--- src/wszc_consts.vh ---
// What this block does
// RQ1 - gain bits 2:0 current, 7:5 voltage
// RQ2 - five gains only: 1,2,4,8,16
// RQ3 - converter words feed waveform registers and energy path
// RQ4 - battery or sleep mode powers converters down
// RQ5 - modulator sample enable is clock divided by five
// RQ6 - decimator averages bitstream into 24-bit words
// RQ7 - same code both channels, saturate at 4194304
// RQ8 - current samples signed 24-bit, full rate clock/160
// RQ9 - current span about 0x28F5C2 to 0xD70A3E
// RQ10 - voltage span about 0x28F5 to 0xD70B
// RQ11 - waveform capture never disturbs energy path
// RQ12 - two-bit rate field picks output rate
// RQ13 - new sample plus enable raises interrupt
// RQ14 - high word read latches both samples
// RQ15 - new sample flag holds until cleared
// RQ16 - zero cross uses filter output unless bypassed
// RQ17 - filter single pole near 63.7 Hz
// RQ18 - software keeps filter on below 60 Hz
// RQ19 - zero cross sets flag, enable raises interrupt
// RQ20 - zero cross flag holds until cleared
// RQ21 - new sample flag and enable at bit 5
// RQ22 - zero cross flag and enable at bit 0
// RQ23 - rate codes 00..11 decimate by 1,2,4,8
// RQ24 - interrupt is OR of flag AND enable
`ifndef WSZC_CONSTS_VH
`define WSZC_CONSTS_VH
// register indices; byte address is four times the index
`define WSZC_IDX_GAIN       10'h000
`define WSZC_IDX_WAVEFORM_MODE_REG    10'h001
`define WSZC_IDX_IRQ_EN3    10'h0DB
`define WSZC_IDX_IRQ_ST3    10'h0DE
`define WSZC_IDX_WAVE_ONE   10'h0E2
`define WSZC_IDX_WAVE_TWO   10'h0E5
// field positions
`define WSZC_GAIN_CUR_LSB   0
`define WSZC_GAIN_VOLT_LSB  5
`define WSZC_WM_RATE_LSB    0
`define WSZC_WM_LPF_OFF     2
`define WSZC_BIT_ZX         0
`define WSZC_BIT_NEWSAMP    5
// reset values
`define WSZC_RST_GAIN       8'h00
`define WSZC_RST_WAVEFORM_MODE_REG    3'h0
`define WSZC_RST_IRQ_EN3    8'h00
// divider count, bits per sample, filter shift and saturation magnitude
`define WSZC_MOD_DIV        3'd5
`define WSZC_BITS_PER_SAMP  6'd32
`define WSZC_LPF_SHIFT      6
`define WSZC_SAT_MAG        24'h400000
// AXI responses
`define WSZC_RESP_OKAY      2'b00
`define WSZC_RESP_SLVERR    2'b10
`endif

--- src/wszc_waveform_zero_cross.v ---
`timescale 1ns/1ns
`include "wszc_consts.vh"

module wszc_waveform_zero_cross
(
   input  wire        i_clk,           // master clock
   input  wire        i_resetn,        // synchronous reset, active low
   input  wire        i_cur_bit,       // current modulator bitstream pin
   input  wire        i_volt_bit,      // voltage modulator bitstream pin
   input  wire        i_battery_mode,  // low power battery mode
   input  wire        i_sleep_mode,    // low power sleep mode
   input  wire [11:0] i_awaddr,        // axi write address
   input  wire        i_awvalid,       // axi write address valid
   output reg         o_awready,       // axi write address ready
   input  wire [31:0] i_wdata,         // axi write data
   input  wire [3:0]  i_wstrb,         // axi write strobes
   input  wire        i_wvalid,        // axi write data valid
   output reg         o_wready,        // axi write data ready
   output reg  [1:0]  o_bresp,         // axi write response
   output reg         o_bvalid,        // axi write response valid
   input  wire        i_bready,        // axi write response ready
   input  wire [11:0] i_araddr,        // axi read address
   input  wire        i_arvalid,       // axi read address valid
   output reg         o_arready,       // axi read address ready
   output reg  [31:0] o_rdata,         // axi read data
   output reg  [1:0]  o_rresp,         // axi read response
   output reg         o_rvalid,        // axi read data valid
   input  wire        i_rready,        // axi read data ready
   output reg  [2:0]  o_current_amp_gain, // current amplifier gain code
   output reg  [2:0]  o_volt_amp_gain,    // voltage amplifier gain code
   output reg         o_mod_sample_en,    // modulator sample enable pulse
   output reg         o_adc_powerdown,    // converters powered down
   output reg  [23:0] o_cur_sample,       // current word to energy path
   output reg  [23:0] o_volt_sample,      // voltage word to energy path
   output reg         o_sample_valid,     // full-rate sample strobe
   output reg         o_irq               // pending metering interrupt
);

   // synchronisers for pins
   reg        cur_s1;
   reg        cur_s2;
   reg        volt_s1;
   reg        volt_s2;
   reg        bat_s1;
   reg        bat_s2;
   reg        slp_s1;
   reg        slp_s2;

   // configuration and status
   reg  [7:0]  pga_gain_select;
   reg  [1:0]  sample_rate_field;
   reg         lpf_bypass;
   reg         new_sample_flag;
   reg         zero_cross_flag;
   reg  [7:0]  irq_enable_three;
   reg  [23:0] wave_one;
   reg  [15:0] wave_two;

   // converter state
   reg  [2:0]  div_cnt;
   reg  [5:0]  bit_cnt;
   reg  [5:0]  cur_ones;
   reg  [5:0]  volt_ones;
   reg  [2:0]  rate_cnt;
   reg  [23:0] lpf_state;
   reg         zx_sign;
   reg         zx_primed;

   wire        powerdown = bat_s2 | slp_s2;
   wire        frame_end = o_mod_sample_en && (bit_cnt == `WSZC_BITS_PER_SAMP - 6'd1);

   // signed average of the bitstream, scaled so 32 ones reach saturation
   function [23:0] wszc_decimate;
      input [5:0] ones;
      reg   [6:0] diff;
      reg   [23:0] word;
      begin
         diff = {ones, 1'b0} - 7'd32;
         word = {diff, 17'h0000};
         // clamp positive words at the converter ceiling
         if (!word[23] && word > `WSZC_SAT_MAG)
            word = `WSZC_SAT_MAG;                            // [RQ7]
         wszc_decimate = word;
      end
   endfunction

   // decimated words including the counts of this last bit
   wire [5:0]  cur_ones_n  = cur_ones + {5'h00, cur_s2};
   wire [5:0]  volt_ones_n = volt_ones + {5'h00, volt_s2};
   wire [23:0] cur_word    = wszc_decimate(cur_ones_n);     // [RQ6] [RQ8]
   wire [23:0] volt_word   = wszc_decimate(volt_ones_n);    // [RQ6]

   // single-pole filter, step 1/64 at 25.6 kHz gives a 63.7 Hz pole
   wire [24:0] lpf_err  = {volt_word[23], volt_word} - {lpf_state[23], lpf_state};
   wire [24:0] lpf_step = $signed(lpf_err) >>> `WSZC_LPF_SHIFT;
   wire [23:0] lpf_next = lpf_state + lpf_step[23:0];       // [RQ17]
   wire [23:0] zx_src   = lpf_bypass ? volt_word : lpf_next; // [RQ16]
   wire        zx_event = frame_end && !powerdown && zx_primed && (zx_src[23] != zx_sign);

   // decimation by 1,2,4,8 of the full-rate stream
   wire [2:0]  rate_top = (3'd1 << sample_rate_field) - 3'd1; // [RQ12] [RQ23]
   wire        wave_event = frame_end && !powerdown && (rate_cnt == rate_top);

   // two flops on the bitstream and mode pins before use
   always @(posedge i_clk)
   begin
      if (!i_resetn)
      begin
         cur_s1  <= 1'b0;
         cur_s2  <= 1'b0;
         volt_s1 <= 1'b0;
         volt_s2 <= 1'b0;
         bat_s1  <= 1'b0;
         bat_s2  <= 1'b0;
         slp_s1  <= 1'b0;
         slp_s2  <= 1'b0;
      end
      else
      begin
         cur_s1  <= i_cur_bit;
         cur_s2  <= cur_s1;
         volt_s1 <= i_volt_bit;
         volt_s2 <= volt_s1;
         bat_s1  <= i_battery_mode;
         bat_s2  <= bat_s1;
         slp_s1  <= i_sleep_mode;
         slp_s2  <= slp_s1;
      end
   end

   // modulator clock divider and bit averaging; held cleared while powered down
   always @(posedge i_clk)
   begin
      if (!i_resetn)
      begin
         div_cnt         <= 3'd0;
         o_mod_sample_en <= 1'b0;
         o_adc_powerdown <= 1'b0;
         bit_cnt         <= 6'd0;
         cur_ones        <= 6'd0;
         volt_ones       <= 6'd0;
      end
      else
      begin
         o_adc_powerdown <= powerdown;                       // [RQ4]
         if (powerdown)
         begin
            div_cnt         <= 3'd0;                         // [RQ4]
            o_mod_sample_en <= 1'b0;
            bit_cnt         <= 6'd0;
            cur_ones        <= 6'd0;
            volt_ones       <= 6'd0;
         end
         else
         begin
            div_cnt         <= (div_cnt == `WSZC_MOD_DIV - 3'd1) ? 3'd0 : div_cnt + 3'd1;
            o_mod_sample_en <= (div_cnt == `WSZC_MOD_DIV - 3'd1); // [RQ5]
            if (o_mod_sample_en)
            begin
               if (frame_end)
               begin
                  bit_cnt   <= 6'd0;
                  cur_ones  <= 6'd0;
                  volt_ones <= 6'd0;
               end
               else
               begin
                  bit_cnt   <= bit_cnt + 6'd1;
                  cur_ones  <= cur_ones_n;
                  volt_ones <= volt_ones_n;
               end
            end
         end
      end
   end

   // full-rate words to the energy path, filter and zero cross tracking
   always @(posedge i_clk)
   begin
      if (!i_resetn)
      begin
         o_cur_sample   <= 24'h000000;
         o_volt_sample  <= 24'h000000;
         o_sample_valid <= 1'b0;
         lpf_state      <= 24'h000000;
         zx_sign        <= 1'b0;
         zx_primed      <= 1'b0;
         rate_cnt       <= 3'd0;
      end
      else
      begin
         // energy path never waits on the waveform side
         o_sample_valid <= frame_end && !powerdown;         // [RQ11]
         if (frame_end && !powerdown)
         begin
            o_cur_sample  <= cur_word;                       // [RQ3] [RQ9]
            o_volt_sample <= volt_word;                      // [RQ3]
            lpf_state     <= lpf_next;
            zx_sign       <= zx_src[23];
            zx_primed     <= 1'b1;
            rate_cnt      <= (rate_cnt >= rate_top) ? 3'd0 : rate_cnt + 3'd1;
         end
      end
   end

   // axi handshake decode
   wire        wr_go    = i_awvalid && i_wvalid && !o_bvalid && !o_awready;
   wire [9:0]  wr_idx   = i_awaddr[11:2];
   wire        rd_go    = i_arvalid && !o_rvalid && !o_arready;
   wire [9:0]  rd_idx   = i_araddr[11:2];
   wire        rd_wave  = rd_go && (rd_idx == `WSZC_IDX_WAVE_ONE || rd_idx == `WSZC_IDX_WAVE_TWO);
   wire        wr_st3   = wr_go && wr_idx == `WSZC_IDX_IRQ_ST3 && i_wstrb[0];
   wire [2:0]  g_cur    = i_wdata[`WSZC_GAIN_CUR_LSB +: 3];
   wire [2:0]  g_volt   = i_wdata[`WSZC_GAIN_VOLT_LSB +: 3];

   // register writes; reserved gain codes leave that field unchanged
   always @(posedge i_clk)
   begin
      if (!i_resetn)
      begin
         pga_gain_select   <= `WSZC_RST_GAIN;
         // rate and bypass share one reset word, so both come from it
         {lpf_bypass, sample_rate_field} <= `WSZC_RST_WAVEFORM_MODE_REG;
         irq_enable_three  <= `WSZC_RST_IRQ_EN3;
         o_awready         <= 1'b0;
         o_wready          <= 1'b0;
         o_bvalid          <= 1'b0;
         o_bresp           <= `WSZC_RESP_OKAY;
      end
      else
      begin
         o_awready <= wr_go;
         o_wready  <= wr_go;
         if (o_bvalid && i_bready)
            o_bvalid <= 1'b0;
         if (wr_go)
         begin
            o_bvalid <= 1'b1;
            o_bresp  <= `WSZC_RESP_OKAY;
            case (wr_idx)
               `WSZC_IDX_GAIN:
               begin
                  if (i_wstrb[0] && g_cur <= 3'd4)
                     pga_gain_select[2:0] <= g_cur;          // [RQ1] [RQ2]
                  if (i_wstrb[0] && g_volt <= 3'd4)
                     pga_gain_select[7:5] <= g_volt;         // [RQ1] [RQ2]
               end
               `WSZC_IDX_WAVEFORM_MODE_REG:
               begin
                  if (i_wstrb[0])
                  begin
                     sample_rate_field <= i_wdata[`WSZC_WM_RATE_LSB +: 2]; // [RQ12]
                     lpf_bypass        <= i_wdata[`WSZC_WM_LPF_OFF];       // [RQ16]
                  end
               end
               `WSZC_IDX_IRQ_EN3:
               begin
                  if (i_wstrb[0])
                     irq_enable_three <= {2'b00, i_wdata[5:0]};
               end
               `WSZC_IDX_IRQ_ST3,
               `WSZC_IDX_WAVE_ONE,
               `WSZC_IDX_WAVE_TWO:
                  o_bresp <= `WSZC_RESP_OKAY;
               default:
                  o_bresp <= `WSZC_RESP_SLVERR;
            endcase
         end
      end
   end

   // sticky flags, write one to clear; a new event wins over the clear
   always @(posedge i_clk)
   begin
      if (!i_resetn)
      begin
         new_sample_flag <= 1'b0;
         zero_cross_flag <= 1'b0;
      end
      else
      begin
         if (wave_event)
            new_sample_flag <= 1'b1;                         // [RQ15] [RQ21]
         else if (wr_st3 && i_wdata[`WSZC_BIT_NEWSAMP])
            new_sample_flag <= 1'b0;                         // [RQ15]
         if (zx_event)
            zero_cross_flag <= 1'b1;                         // [RQ19] [RQ22]
         else if (wr_st3 && i_wdata[`WSZC_BIT_ZX])
            zero_cross_flag <= 1'b0;                         // [RQ20]
      end
   end

   // decimated waveform samples and the read port
   reg  [23:0] wave_dec_cur;
   reg  [15:0] wave_dec_volt;

   always @(posedge i_clk)
   begin
      if (!i_resetn)
      begin
         wave_dec_cur  <= 24'h000000;
         wave_dec_volt <= 16'h0000;
         wave_one      <= 24'h000000;
         wave_two      <= 16'h0000;
      end
      else
      begin
         if (wave_event)
         begin
            wave_dec_cur  <= cur_word;                       // [RQ8]
            wave_dec_volt <= volt_word[23:8];                // [RQ10]
         end
         // either high word read captures both channels together
         if (rd_wave)
         begin
            wave_one <= wave_dec_cur;                        // [RQ14]
            wave_two <= wave_dec_volt;                       // [RQ14]
         end
      end
   end

   // read data; wave words return the freshly captured value
   reg  [31:0] next_rdata;
   reg  [1:0]  next_rresp;

   always @*
   begin
      next_rdata = 32'h00000000;
      next_rresp = `WSZC_RESP_OKAY;
      case (rd_idx)
         `WSZC_IDX_GAIN:     next_rdata = {24'h000000, pga_gain_select};
         `WSZC_IDX_WAVEFORM_MODE_REG:  next_rdata = {29'h0000000, lpf_bypass, sample_rate_field};
         `WSZC_IDX_IRQ_EN3:  next_rdata = {24'h000000, irq_enable_three};
         `WSZC_IDX_IRQ_ST3:  next_rdata = {26'h000000, new_sample_flag, 4'h0, zero_cross_flag};
         `WSZC_IDX_WAVE_ONE: next_rdata = {8'h00, wave_dec_cur};
         `WSZC_IDX_WAVE_TWO: next_rdata = {16'h0000, wave_dec_volt};
         default:            next_rresp = `WSZC_RESP_SLVERR;
      endcase
   end

   always @(posedge i_clk)
   begin
      if (!i_resetn)
      begin
         o_arready <= 1'b0;
         o_rvalid  <= 1'b0;
         o_rdata   <= 32'h00000000;
         o_rresp   <= `WSZC_RESP_OKAY;
      end
      else
      begin
         o_arready <= rd_go;
         if (o_rvalid && i_rready)
            o_rvalid <= 1'b0;
         if (rd_go)
         begin
            o_rvalid <= 1'b1;
            o_rdata  <= next_rdata;
            o_rresp  <= next_rresp;
         end
      end
   end

   // gain pins and interrupt line, registered each cycle
   always @(posedge i_clk)
   begin
      if (!i_resetn)
      begin
         o_current_amp_gain <= 3'd0;
         o_volt_amp_gain    <= 3'd0;
         o_irq              <= 1'b0;
      end
      else
      begin
         o_current_amp_gain <= pga_gain_select[2:0];        // [RQ1]
         o_volt_amp_gain    <= pga_gain_select[7:5];        // [RQ1]
         o_irq <= (new_sample_flag & irq_enable_three[`WSZC_BIT_NEWSAMP]) // [RQ13] [RQ24]
                | (zero_cross_flag & irq_enable_three[`WSZC_BIT_ZX]);    // [RQ19] [RQ24]
      end
   end

endmodule

--- config.mk ---
export PLATFORM = sky130hd
export DESIGN_NAME = wszc_waveform_zero_cross
export DESIGN_NICKNAME = d
export VERILOG_FILES = /design/src/wszc_waveform_zero_cross.v
export VERILOG_INCLUDE_DIRS = /design/src
export SDC_FILE = /design/constraint.sdc
export NUM_CORES = 1
export LEC_CHECK = 0
export BUFFER_PORTS_ARGS = -buffer_cell sky130_fd_sc_hd__buf_2
export CAP_MARGIN = 30
export CORE_MARGIN = 2
export CORE_UTILIZATION = 24
export CTS_CLUSTER_SIZE = 20
export DETAILED_ROUTE_END_ITERATION = 8
export PLACE_DENSITY = 0.53
export SLEW_MARGIN = 20
export SYNTH_ARGS = -nofsm -noshare
export SYNTH_HDL_FRONTEND = slang
export SYNTH_SLANG_ARGS = --single-unit
--- constraint.sdc ---
create_clock -name i_clk -period 14.6 [get_ports i_clk]
set_clock_uncertainty 0.1 [all_clocks]
set_input_delay 0 -clock i_clk [delete_from_list [all_inputs] [get_ports i_clk]]
set_output_delay 0 -clock i_clk [all_outputs]
set_load 0.1 [all_outputs]
======== Word level (Yosys, flattened, before mapping) ========
Cells that the tools add are included.
cells by class
  divide/modulo/power cells ............... 0
  equal/unequal tests ..................... 14
  shift operators ......................... 1
  multiplexer cells ....................... 18
  add/subtract/negate cells ............... 10
  reduce and logical (&&, ||, !) cells .... 41
  magnitude comparators ................... 5
  multipliers ............................. 0
  bitwise logic cells ..................... 5
operators with widths
  kind                                                  count
  case mux 24 bit (6 select lines)                      1
  == test 10 x 8 -> 1 bit, second input constant        8
  2-to-1 mux 24 bit                                     3
  > comparator 24 x 23 -> 1 bit, second input constant  2
  subtractor 24 x 24 -> 25 bit                          1
  adder 24 bit                                          1
  == test 10 x 1 -> 1 bit, second input constant        2
  logical AND 1 bit                                     20
  logical NOT 10 bit                                    2
  2-to-1 mux 6 bit                                      3
  subtractor 7 x 6 -> 7 bit, second input constant      2
  adder 6 x 1 -> 6 bit                                  2
  AND reduction 3 bit                                   4
  OR reduction 6 bit                                    2
  2-to-1 mux 1 bit                                      8
  nonzero test 2 bit                                    4
  logical NOT 1 bit                                     7
  adder 3 x 1 -> 3 bit, second input constant           2
  adder 6 x 1 -> 6 bit, second input constant           1
  == test 6 x 5 -> 1 bit, second input constant         1
  <= comparator 3 bit, second input constant            2
  2-to-1 mux 2 bit                                      2
  == test 3 bit                                         1
  == test 3 bit, second input constant                  1
  other kinds (10)                                      12
storage, ports and cells
  latch bits .............................. 0
  input bits .............................. 71
  bits in registers ....................... 213
  word-level logic and storage cells ...... 134
  bits in writable memories ............... 0
  memory bits (read-only) ................. 0
  memories kept ........................... 0
  output and inout port bits .............. 99

======== Longest topological paths before layout ========
Gate-level depths: netlist of the first run.
  word-level depth ........................ 11
  gate-level depth with buffers ........... 27
  mapped depth without buffers ............ 26

======== Least setup slack after synthesis of the first run ========
No wires, ideal clock.
  path type ............................... register -> register
  start point ............................. register volt_ones[2]
  end point ............................... register zero_cross_flag
  setup slack ............................. 9680 ps
  arrival time ............................ 4701 ps
  library setup time ...................... 118 ps
  cell stages (with the launch flop) ...... 26
  data required time ...................... 14382 ps
  clock period less this slack ............ 4920 ps
  path buffers ............................ 1
  path through ............................ dfxtp_1 -> clkbuf_1 -> and3_1 -> nand3_1 -> xnor2_1 -> ha_1 -> nand2b_1 -> nor2_1 -> nor2_1 -> ha_1 -> a41oi_1 -> o21ai_0 -> a31oi_2 -> o221ai_2 -> inv_1 -> ha_1 -> a21o_1 -> a21oi_1 -> nor2b_1 -> nor2_1 -> a21oi_1 -> a211oi_1 -> xnor3_1 -> mux2i_1 -> xor2_1 -> o21ai_1
on the way
  cells in the longest elaborated chain, start to end .. 11
  elaborated cells between the ends (all ways) .. 13
  those cells by class .................... 4 x add/sub; 1 x order compare; 1 x eq/ne; 3 x mux; 4 x reduce/logical
ends and longest elaborated chain
  what                                                                                 line                            RTL
  from (decl)                                                                          wszc_waveform_zero_cross.v:63   reg [5:0] volt_ones;
  from (signal assigned)                                                               wszc_waveform_zero_cross.v:170  volt_ones <= volt_ones_n;
  adder 6 x 1 -> 6 bit (*)                                                             wszc_waveform_zero_cross.v:89   wire [5:0] volt_ones_n = volt_ones + {5'h00, volt_s2};
  subtractor 7 x 6 -> 7 bit (*)                                                        wszc_waveform_zero_cross.v:78   diff = {ones, 1'b0} - 7'd32;
  > comparator 24 x 23 -> 1 bit (no line) / logical NOT 1 bit (equally long branches)  -
  logical AND 1 bit (no line) (*)                                                      -
  2-to-1 mux 24 bit (*)                                                                wszc_waveform_zero_cross.v:81   if (!word[23] && word > `WSZC_SAT_MAG)
  named net volt_word[19]                                                              wszc_waveform_zero_cross.v:91   wire [23:0] volt_word = wszc_decimate(volt_ones_n);
  subtractor 24 x 24 -> 25 bit (*)                                                     wszc_waveform_zero_cross.v:94   wire [24:0] lpf_err = {volt_word[23], volt_word} - {lpf_state[23], lpf_state};
  adder 24 bit (*)                                                                     wszc_waveform_zero_cross.v:96   wire [23:0] lpf_next = lpf_state + lpf_step[23:0];
  2-to-1 mux 24 bit (*)                                                                wszc_waveform_zero_cross.v:97   wire [23:0] zx_src = lpf_bypass ? volt_word : lpf_next;
  != test 1 bit (*)                                                                    wszc_waveform_zero_cross.v:98   wire zx_event = frame_end && !powerdown && zx_primed && (zx_src[23] != zx_sign);
  logical AND 1 bit (*)                                                                wszc_waveform_zero_cross.v:98
  2-to-1 mux 1 bit / nonzero test 2 bit (equally long branches)                        -
  to (signal assigned)                                                                 wszc_waveform_zero_cross.v:278  zero_cross_flag <= 1'b0;
  to (signal assigned)                                                                 wszc_waveform_zero_cross.v:287  zero_cross_flag <= 1'b1;
  to (signal assigned)                                                                 wszc_waveform_zero_cross.v:289  zero_cross_flag <= 1'b0;
  to (decl)                                                                            wszc_waveform_zero_cross.v:54   reg zero_cross_flag;
The timed path passes the listed nets; every way through them passes the cells marked *.
A chain may end at the register's enable or synchronous reset.

======== Final worst setup path of the first run ========
  start point ............................. register volt_ones[0]
  end point ............................... register zero_cross_flag
on the way
  cells in the longest elaborated chain, start to end .. 11
  elaborated cells between the ends (all ways) .. 13
  those cells by class .................... 4 x add/sub; 1 x order compare; 1 x eq/ne; 3 x mux; 4 x reduce/logical
ends and longest elaborated chain
  what                                                                                 line
  adder 6 x 1 -> 6 bit (*)                                                             wszc_waveform_zero_cross.v:89
  subtractor 7 x 6 -> 7 bit (*)                                                        wszc_waveform_zero_cross.v:78
  > comparator 24 x 23 -> 1 bit (no line) / logical NOT 1 bit (equally long branches)  -
  logical AND 1 bit (no line)                                                          -
  2-to-1 mux 24 bit (*)                                                                wszc_waveform_zero_cross.v:81
  named net volt_word[19]                                                              wszc_waveform_zero_cross.v:91
  subtractor 24 x 24 -> 25 bit (*)                                                     wszc_waveform_zero_cross.v:94
  adder 24 bit (*)                                                                     wszc_waveform_zero_cross.v:96
  2-to-1 mux 24 bit (*)                                                                wszc_waveform_zero_cross.v:97
  != test 1 bit (*)                                                                    wszc_waveform_zero_cross.v:98
  logical AND 1 bit (*)                                                                wszc_waveform_zero_cross.v:98
  2-to-1 mux 1 bit / nonzero test 2 bit (equally long branches)                        -
Marks and branches as above.

==> results of run 1 <==
## cells by family after synthesis
logic type / count (synthesis) / synth area share
compound gates: 180 / 0.1544
xor+xnor: 51 / 0.06078
fa+ha+maj: 44 / 0.07333
buf+inv: 108 / 0.07977
flops: 135 / 0.3567
mux: 24 / 0.03220
other cells: 1 / 0.0004950
simple gates: 353 / 0.2423
## final timing paths
path	cells past startpoint	start	slack (ps)	endpoint
worst min-delay path	6	i_wstrb[0]	40	zero_cross_flag$_SDFFE_PN0P_
worst max register to register	24	volt_ones[0]$_SDFFE_PP0P_	8880	zero_cross_flag$_SDFFE_PN0P_
worst max-delay path	24	volt_ones[0]$_SDFFE_PP0P_	8880	zero_cross_flag$_SDFFE_PN0P_
worst min register to register	2	zx_primed$_SDFFE_PN0P_	340	zx_primed$_SDFFE_PN0P_
## metal layers
metal,vias to the layer above,track usage
met2,143,0.1871
met1,2868,0.1415
met3,11,0.03049
met4,0,0.02992
li1,3202,-
met5,-,0
## worst register-to-register path, delay by kind of cell, from the launching register on
kind | cells | cell delay [ps]
flip-flops | 1 | 350
AND/OR/NAND/NOR | 6 | 890
AO/OA/AOI/OAI | 9 | 1740
adder cells (fa/ha/maj) | 4 | 1320
XOR/XNOR | 3 | 780
multiplexers | 1 | 200
buffers and inverters | 1 | 200
## power by group
part	switching, mW	internal (mW)	total [mW]	leakage (nW)
Clock	0.173	0.271	0.444	0.289
Sequential	0.00221	0.372	0.374	1.09
Combinational	0.0926	0.0192	0.112	2.54
## area by class of cell
type                       count  area (um^2)  share of cell area
clock buffer                  19        432.9             0.04753
clock inverter                13        171.4             0.01882
tap                          402        503.0             0.05523
timing repair buffer         122        768.2             0.08435
inverter                      19        71.32            0.007831
multi-input combinational    702         4458              0.4895
sequential                   135         2703              0.2967
## cells in the mapped netlist, types with 9 or more instances
| library cell | count | area, um^2 |
|---|---|---|
| a21boi_0 | 22 | 165.2 |
| a21o_1 | 12 | 90.09 |
| a21oi_1 | 42 | 210.2 |
| a22oi_1 | 18 | 135.1 |
| and2_1 | 41 | 256.5 |
| buf_4 | 51 | 382.9 |
| clkbuf_1 | 37 | 138.9 |
| dfxtp_1 | 135 | 2703 |
| ha_1 | 42 | 525.5 |
| inv_1 | 19 | 71.32 |
| mux2i_1 | 21 | 210.2 |
| nand2_1 | 114 | 427.9 |
| nand2b_1 | 9 | 56.30 |
| nand3_1 | 24 | 120.1 |
| nor2_1 | 54 | 202.7 |
| nor2b_1 | 38 | 237.7 |
| nor3_1 | 18 | 90.09 |
| o211a_1 | 9 | 90.09 |
| o21ai_0 | 49 | 245.2 |
| xnor2_1 | 26 | 227.7 |
| xor2_1 | 24 | 210.2 |
==> results.toml, run 1 <==
[run_status]
status = "finished clean"

[floorplanning]
start_util = 0.2420
rows = 65
coreArea_um2 = 31310
die_height_um = 181.7
dieArea_um2 = 33000
num_io_pins = 170
die_width_um = 181.7

[power]
ir_drop_v = 0.00009588
power.total_uw = 929.8
powerDensity_nw_per_um2 = 102.1
power_leakage_nw = 3.922

[final_layout]
fin_area_um2 = 9107
finish.utilization = 0.2909
top_regs = "lpf_state: 24 flops, o_rdata: 20 flops"
regMostFlops = "lpf_state"
fin_nets = 1111
mostFrequentLayoutCells = "135 x dfxtp_1, 114 x nand2_1, 88 x buf_2"
largest_reg_flops = 24
antennaDiodeCount = 0
final_common_cell = "dfxtp_1"
drive_above_1_share = 0.1386
area_delta_synth_final_pct = 20.21
fillers = 3317
layout.cells.non_filler = 1412

[sta]
tightest_slew_ps = 897.5
hold_viol_final = 0
relSlewSlack = 0.3994
timing.hold.ws_ps = 43.36
fin_crit_sh = 0.3916
finalMaxSlewViolations = 0
fin_ws_ps = 8882
setup-tns-final_ps = 0
setup_viol = 0
rsz0062_at_grt = "false"
period_minus_slack_ps = 5718
clock.fmax_mhz = 174.9

[critical_path]
crit_buf_inv = 1
cp_top_family = "compound AO/OA/AOI/OAI gates"
crit_path_top_delay_cell = "a211oi_1"
max_stage_delay_ps = 400
crit_type = "reg2reg"
end_kind = "register"
path_max_fanout = 7
crit_required_ps = 14800
cp.arrival_ps = 5910
startpoint_type = "register"
crit_chain = "ha_1 > nand4_1 > xor2_1 > ha_1 > nand2b_1 > nor2_1 > nor2_1 > ha_1 > a41oi_1 > o21ai_0 > a31oi_2 > o221ai_2 > inv_1 > ha_1 > a21o_1 > a21oi_1 > nor2b_1 > nor2_1 > a21oi_1 > a211oi_1 > xnor3_1 > mux2i_1 > xor2_1 > o21ai_1"
cp_common_cell = "ha_1"

[placement]
port_buffers = 88
placed_cell_area_um2 = 8213
hpwl_um = 13100
place_ws_ps = 8906
gp_congestion = 0.7850
dp_cells = 1351

[clock_network]
cts_root_buf = "clkbuf_16"
clkTransAtPathRegs_ps = 60
post_cts_buffers = 0
clock_latency_ps = 420
cts_tree = "done"
htree_levels = 4
cts_resized = 0
cts_hold_buffers = 29
clk_path_buf_depth = 2
cts_made_buffers = 17
clock-sinks = 135

[drt]
wl_met3_um = 979
route.detailed.drc = 0
avgViaCountPerCell = 4.408
postRouteAntennaNets = 0
wl_met2_um = 8486
wl_per_cell_um = 12.95
wl_met1_um = 8656
wl_um = 18290
top_layer = "met4"
drtPass1Iterations = 4
vias = 6224
drt_iter0_drc = 348

[logic_synthesis]
ys_types = 65
async_flop_share = 0
synth_warnings = 0
synth-edff-count = 0
syn_inst = 896
yosysSeqAreaShare = 0.3567
synth_seq_cells = 135
postSynthAreaPerCell_um2 = 8.455
syn_area_um2 = 7576
ys.flop_type = "dfxtp_1"

[global_route]
grt_pass1_wl_um = 29730
grt-ovfl-total = 0
grt_use_total = 0.1118
grt_max_degree = 100
antenna_found_initial = 0
grt_pass1_vias = 5825

[run]
cap_viol_max_count = 0

[worst_hold_path]
hold_class = "in2reg"
Power figures use the tool's default switching activity.
==> inputs of run 2 (changes only) <==
==> constraint.sdc (replaced) <==
create_clock -name i_clk -period 5.7 [get_ports i_clk]
set_clock_uncertainty 0.1 [all_clocks]
set_input_delay 0 -clock i_clk [delete_from_list [all_inputs] [get_ports i_clk]]
set_output_delay 0 -clock i_clk [all_outputs]
set_load 0.1 [all_outputs]
==> results.toml, run 2 (synthesized netlist as in run 1, its figures left out) <==
[global_route]
grt_max_degree = 92
grt-ovfl-total = 0
grt_pass1_vias = 5821
grt_use_total = 0.1115
antenna_found_initial = 0
grt_pass1_wl_um = 29440

[power]
switching_share = 0.2913
pwr-share-comb = 0.122
pwr-share-clk = 0.469
powerDensity_nw_per_um2 = 257.1
p_int_mw = 1.662
ir_drop_v = 0.0002019
switchingPower_uw = 683.2
power_leakage_nw = 3.921
p_seq_frac = 0.409

[sta]
setup_viol = 0
setup-tns-final_ps = 0
finalMaxSlewViolations = 0
timing.hold.ws_ps = 12.80
tightest_slew_ps = 846.8
rsz0062_at_grt = "false"
fin_crit_sh = 0.9371
relSlewSlack = 0.4311
period_minus_slack_ps = 5341
clock.fmax_mhz = 187.2
hold_viol_final = 0

[critical_path]
startpoint_type = "register"
crit_required_ps = 5910
timing.rr.start = "volt_ones[0]$_SDFFE_PP0P_"
r2r_end = "zero_cross_flag$_SDFFE_PN0P_"
regToRegSetupSlack_ps = 360
cp.arrival_ps = 5550
crit_type = "reg2reg"
end_kind = "register"
path_max_fanout = 7
r2r_cells = 24

[floorplanning]
num_io_pins = 170
die_height_um = 181.7
dieArea_um2 = 33000
start_util = 0.2420
die_width_um = 181.7
coreArea_um2 = 31310
rows = 65

[placement]
port_buffers = 88
gp_congestion = 0.8019
hpwl_um = 12990
dp_cells = 1352

[final_layout]
area_delta_synth_final_pct = 20.38
largest_reg_flops = 24
antennaDiodeCount = 0
layout.cells.non_filler = 1413
finish.utilization = 0.2913
regArea_um2 = 2705
mostFrequentLayoutCells = "133 x dfxtp_1, 114 x nand2_1, 88 x buf_2"
fillers = 3348
multi_input_area_um2 = 4476
drive_above_1_share = 0.1464
top_regs = "lpf_state: 24 flops, o_rdata: 20 flops"
regMostFlops = "lpf_state"
final_common_cell = "dfxtp_1"
fin_nets = 1112

[worst_hold_path]
hp-start = "i_araddr[8]"
min_to = "o_rdata[0]$_SDFFE_PN0P_"
hold_class = "in2reg"
hold_depth = 5

[drt]
drt_iter0_drc = 347
wl_um = 18190
drtPass1Iterations = 6
vias = 6222
wl_per_cell_um = 12.87
avgViaCountPerCell = 4.403
postRouteAntennaNets = 0
route.detailed.drc = 0

[clock_network]
cts_tree = "done"
clock-sinks = 135
clock_latency_ps = 430
cts_root_buf = "clkbuf_16"
clkTransAtPathRegs_ps = 60
clk_path_buf_depth = 2
post_cts_buffers = 0
cts_made_buffers = 17
htree_levels = 4

[run_status]
status = "finished clean"

[run]
cap_viol_max_count = 0
[run 2: critical path: stages, from the launching register on]
cell	delay, ps
dfxtp_1	350
ha_1	230
nand4_1	170
xor2_2	260
ha_1	340
nand2b_1	240
nor2_2	160
nor2_2	80
ha_1	330
a41oi_1	270
o21ai_0	130
a31oi_2	220
o221ai_2	180
inv_1	180
ha_1	330
a21o_1	210
a21oi_1	150
nor2b_1	90
nor2_1	100
a21oi_1	90
a211oi_2	280
xnor3_1	270
mux2i_1	210
xor2_1	180
o21ai_1	80
[run 2: per-stage QoR]
step           setup slack [ps]  power (mW)  area, um^2
2_1_floorplan             780.4       1.237        7760
3_3_place_gp              328.7       1.250        8220
3_5_place_dp              202.8       1.251        8220
4_1_cts                   163.2       2.378        9100
5_1_grt                   28.16       2.436        9120
6_report                  358.8       2.345        9120
[run 2: worst max path at each step]
stage	from	end	slack (ps)	cells past startpoint
floorplan	volt_ones[2]$_SDFFE_PP0P_	zero_cross_flag$_SDFFE_PN0P_	780	25
global placement	volt_ones[0]$_SDFFE_PP0P_	zero_cross_flag$_SDFFE_PN0P_	330	24
detailed placement	volt_ones[0]$_SDFFE_PP0P_	zero_cross_flag$_SDFFE_PN0P_	200	24
CTS	volt_ones[0]$_SDFFE_PP0P_	zero_cross_flag$_SDFFE_PN0P_	160	24
global route	volt_ones[0]$_SDFFE_PP0P_	zero_cross_flag$_SDFFE_PN0P_	30	24
finish	volt_ones[0]$_SDFFE_PP0P_	zero_cross_flag$_SDFFE_PN0P_	360	24
[run 2: power groups by stage]
stage	clock network (mW)	logic, mW	registers [mW]
CTS	1.13	0.286	0.959
global placement	0	0.270	0.980
finish	1.10	0.285	0.959
floorplan	0	0.219	1.02
detailed placement	0	0.271	0.980
global route	1.18	0.299	0.960
[run 2: cell type report]
cell class | count | area share
multi-input combinational | 702 | 0.4907
clock inverter | 13 | 0.01605
timing repair buffer | 123 | 0.08506
inverter | 19 | 0.007820
sequential | 135 | 0.2966
clock buffer | 19 | 0.04857
tap | 402 | 0.05515
[run 2: what timing repair did]
action | CTS | global route
gates resized for setup | 0 | 6
hold buffers | 29 | 0
hold endpoints to repair | 49 | 0
endpoints found under the setup margin | 0 | 2
[run 2: routing by layer]
layer / part of all wire / track usage / wire [um]
met3: 0.048 / 0.02908 / 867
met1: 0.48 / 0.1407 / 8682
met4: 0.011 / 0.03707 / 205
met2: 0.46 / 0.1847 / 8436
met5: 0 / 0 / 0
==> inputs of run 3 (changes only) <==
--- a/config.mk
+++ b/config.mk
@@ -8,11 +8,10 @@
 export LEC_CHECK = 0
 export BUFFER_PORTS_ARGS = -buffer_cell sky130_fd_sc_hd__buf_2
 export CAP_MARGIN = 30
-export CORE_MARGIN = 2
-export CORE_UTILIZATION = 24
+export CORE_UTILIZATION = 55
 export CTS_CLUSTER_SIZE = 20
 export DETAILED_ROUTE_END_ITERATION = 8
-export PLACE_DENSITY = 0.53
+export PLACE_DENSITY = 0.92
 export SLEW_MARGIN = 20
 export SYNTH_ARGS = -nofsm -noshare
 export SYNTH_HDL_FRONTEND = slang
==> results.toml, run 3 (synthesized netlist as in run 1, its figures left out) <==
[run_status]
violations = "hold timing"
status = "finished with violations"

[final_layout]
layout.cells.non_filler = 1180
fin_nets = 1105
antennaDiodeCount = 0
drive_above_1_share = 0.1484
area_delta_synth_final_pct = 15.57
regMostFlops = "lpf_state"
finish.utilization = 0.6560
top_regs = "lpf_state: 24 flops, o_rdata: 20 flops"
final_common_cell = "dfxtp_1"
largest_reg_flops = 24
fin_area_um2 = 8756
mostFrequentLayoutCells = "134 x dfxtp_1, 114 x nand2_1, 88 x buf_2"

[drt]
vias = 6571
wl_um = 17710
wl_per_cell_um = 15.01
drt_iter0_drc = 548
route.detailed.drc = 0
drtPass1Iterations = 5
postRouteAntennaNets = 0
avgViaCountPerCell = 5.569

[floorplanning]
num_io_pins = 170
rows = 42
die_width_um = 119.4
start_util = 0.5676
dieArea_um2 = 14250
die_height_um = 119.4
coreArea_um2 = 13350

[global_route]
grt_use_total = 0.2543
grt-ovfl-total = 0
antenna_found_initial = 0
grt_pass1_vias = 6314
grt_max_degree = 86
gr-usage-met1 = 0.2879
gr-max-usage-layer = "met2"
grt_pass1_wl_um = 28990
grt.met3_usage = 0.05939
grtUsageMet2 = 0.4528

[power]
powerDensity_nw_per_um2 = 262.4
pwr-share-clk = 0.459
p_int_mw = 1.609
p_seq_frac = 0.417
power_leakage_nw = 3.888
ir_drop_v = 0.0001921
switching_share = 0.3000
pwr-share-comb = 0.123
switchingPower_uw = 689.2

[critical_path]
crit_chain = "and3_1 > nand3_1 > xnor2_2 > ha_1 > nand2b_1 > nor2_2 > nor2_2 > ha_1 > a41oi_1 > o21ai_0 > a31oi_2 > o221ai_2 > inv_1 > ha_1 > a21o_1 > a21oi_1 > nor2b_1 > nor2_1 > a21oi_1 > a211oi_2 > xnor3_1 > mux2i_1 > xor2_1 > o21ai_1"
startpoint_type = "register"
cp_common_cell = "ha_1"
crit_type = "reg2reg"
path_max_fanout = 8
max_stage_delay_ps = 460
crit_path_top_delay_cell = "dfxtp_1"
end_kind = "register"
cp.arrival_ps = 5590
crit_required_ps = 5920

[placement]
dp_cells = 1124
place_ws_ps = 320.0
port_buffers = 88
gp_congestion = 0.8814
placed_cell_area_um2 = 7923
hpwl_um = 11490

[clock_network]
cts_tree = "done"
clk_path_buf_depth = 2
cts_root_buf = "clkbuf_16"
clock_latency_ps = 430
clkTransAtPathRegs_ps = 60
post_cts_buffers = 0
htree_levels = 4
cts_made_buffers = 17
clock-sinks = 135

[sta]
setup_viol = 0
fin_crit_sh = 0.9429
hold_viol_final = 1
timing.hold.ws_ps = -25.94
period_minus_slack_ps = 5375
finalMaxSlewViolations = 0
tightest_slew_ps = 839.0
clock.fmax_mhz = 186.1
relSlewSlack = 0.4386
fin_ws_ps = 325.4

[worst_hold_path]
hold_class = "in2reg"

[run]
cap_viol_max_count = 0
[run 3: cell types whose count changed in the layout (fill, tap and decap cells not counted), sizes merged]
cell	delta
dlygate4sd3	-6
inv	+4
buf	-2
bufinv	-1
clkbuf	-1
clkinv	-1
[run 3: through the flow]
| step | power [mW] | TNS, ps |
|---|---|---|
| finish | 2.298 | 0 |
| global route | 2.369 | -47.41 |
| CTS | 2.310 | 0 |
| detailed placement | 1.247 | 0 |
| global placement | 1.244 | 0 |
| floorplan | 1.237 | 0 |
[run 3: worst max-delay path: cells and delay by family (launching register included)]
family,cells,cell delay [ps]
flip-flops,1,460
adder cells (fa/ha/maj),3,1040
multiplexers,1,200
AND/OR/NAND/NOR,7,1010
AO/OA/AOI/OAI,9,1620
buffers and inverters,1,180
XOR/XNOR,3,640
[run 3: power groups by stage]
stage | combinational [mW] | clock, mW | sequential, mW
2_1_floorplan | 0.219 | 0 | 1.02
3_5_place_dp | 0.267 | 0 | 0.980
3_3_place_gp | 0.265 | 0 | 0.979
6_report | 0.283 | 1.06 | 0.959
4_1_cts | 0.281 | 1.07 | 0.959
5_1_grt | 0.295 | 1.11 | 0.960
[run 3: per-layer routing]
metal | vias up | share of wire
met1 | 3081 | 0.41
met3 | 49 | 0.053
met5 | - | 0
met4 | 0 | 0.027
li1 | 3192 | -
met2 | 249 | 0.51
[run 3: cell type report]
type	instances	area, um^2
fillers	1040	4592
multi-input cells	702	4486
flip-flops and latches	135	2704
repair buffers	116	705.7
clock buffers	17	425.4
well taps	176	220.2
clock inverters	15	143.9
inverters	19	71.32
[run 3: final timing paths]
| kind | from | end | slack (ps) | cells past startpoint |
|---|---|---|---|---|
| setup reg to reg | volt_ones[3]$_SDFFE_PP0P_ | zero_cross_flag$_SDFFE_PN0P_ | 330 | 24 |
| hold / removal | i_araddr[4] | o_rdata[19]$_SDFFE_PN0P_ | -30 | 4 |
| setup / recovery | volt_ones[3]$_SDFFE_PP0P_ | zero_cross_flag$_SDFFE_PN0P_ | 330 | 24 |
| hold reg to reg | slp_s1$_SDFF_PN0_ | slp_s2$_SDFF_PN0_ | 330 | 1 |
[run 3: timing repair]
action,4_1_cts,5_1_grt
hold buffers,23,0
gates resized for setup,0,7
setup endpoints to repair,0,3
hold endpoints to repair,49,0
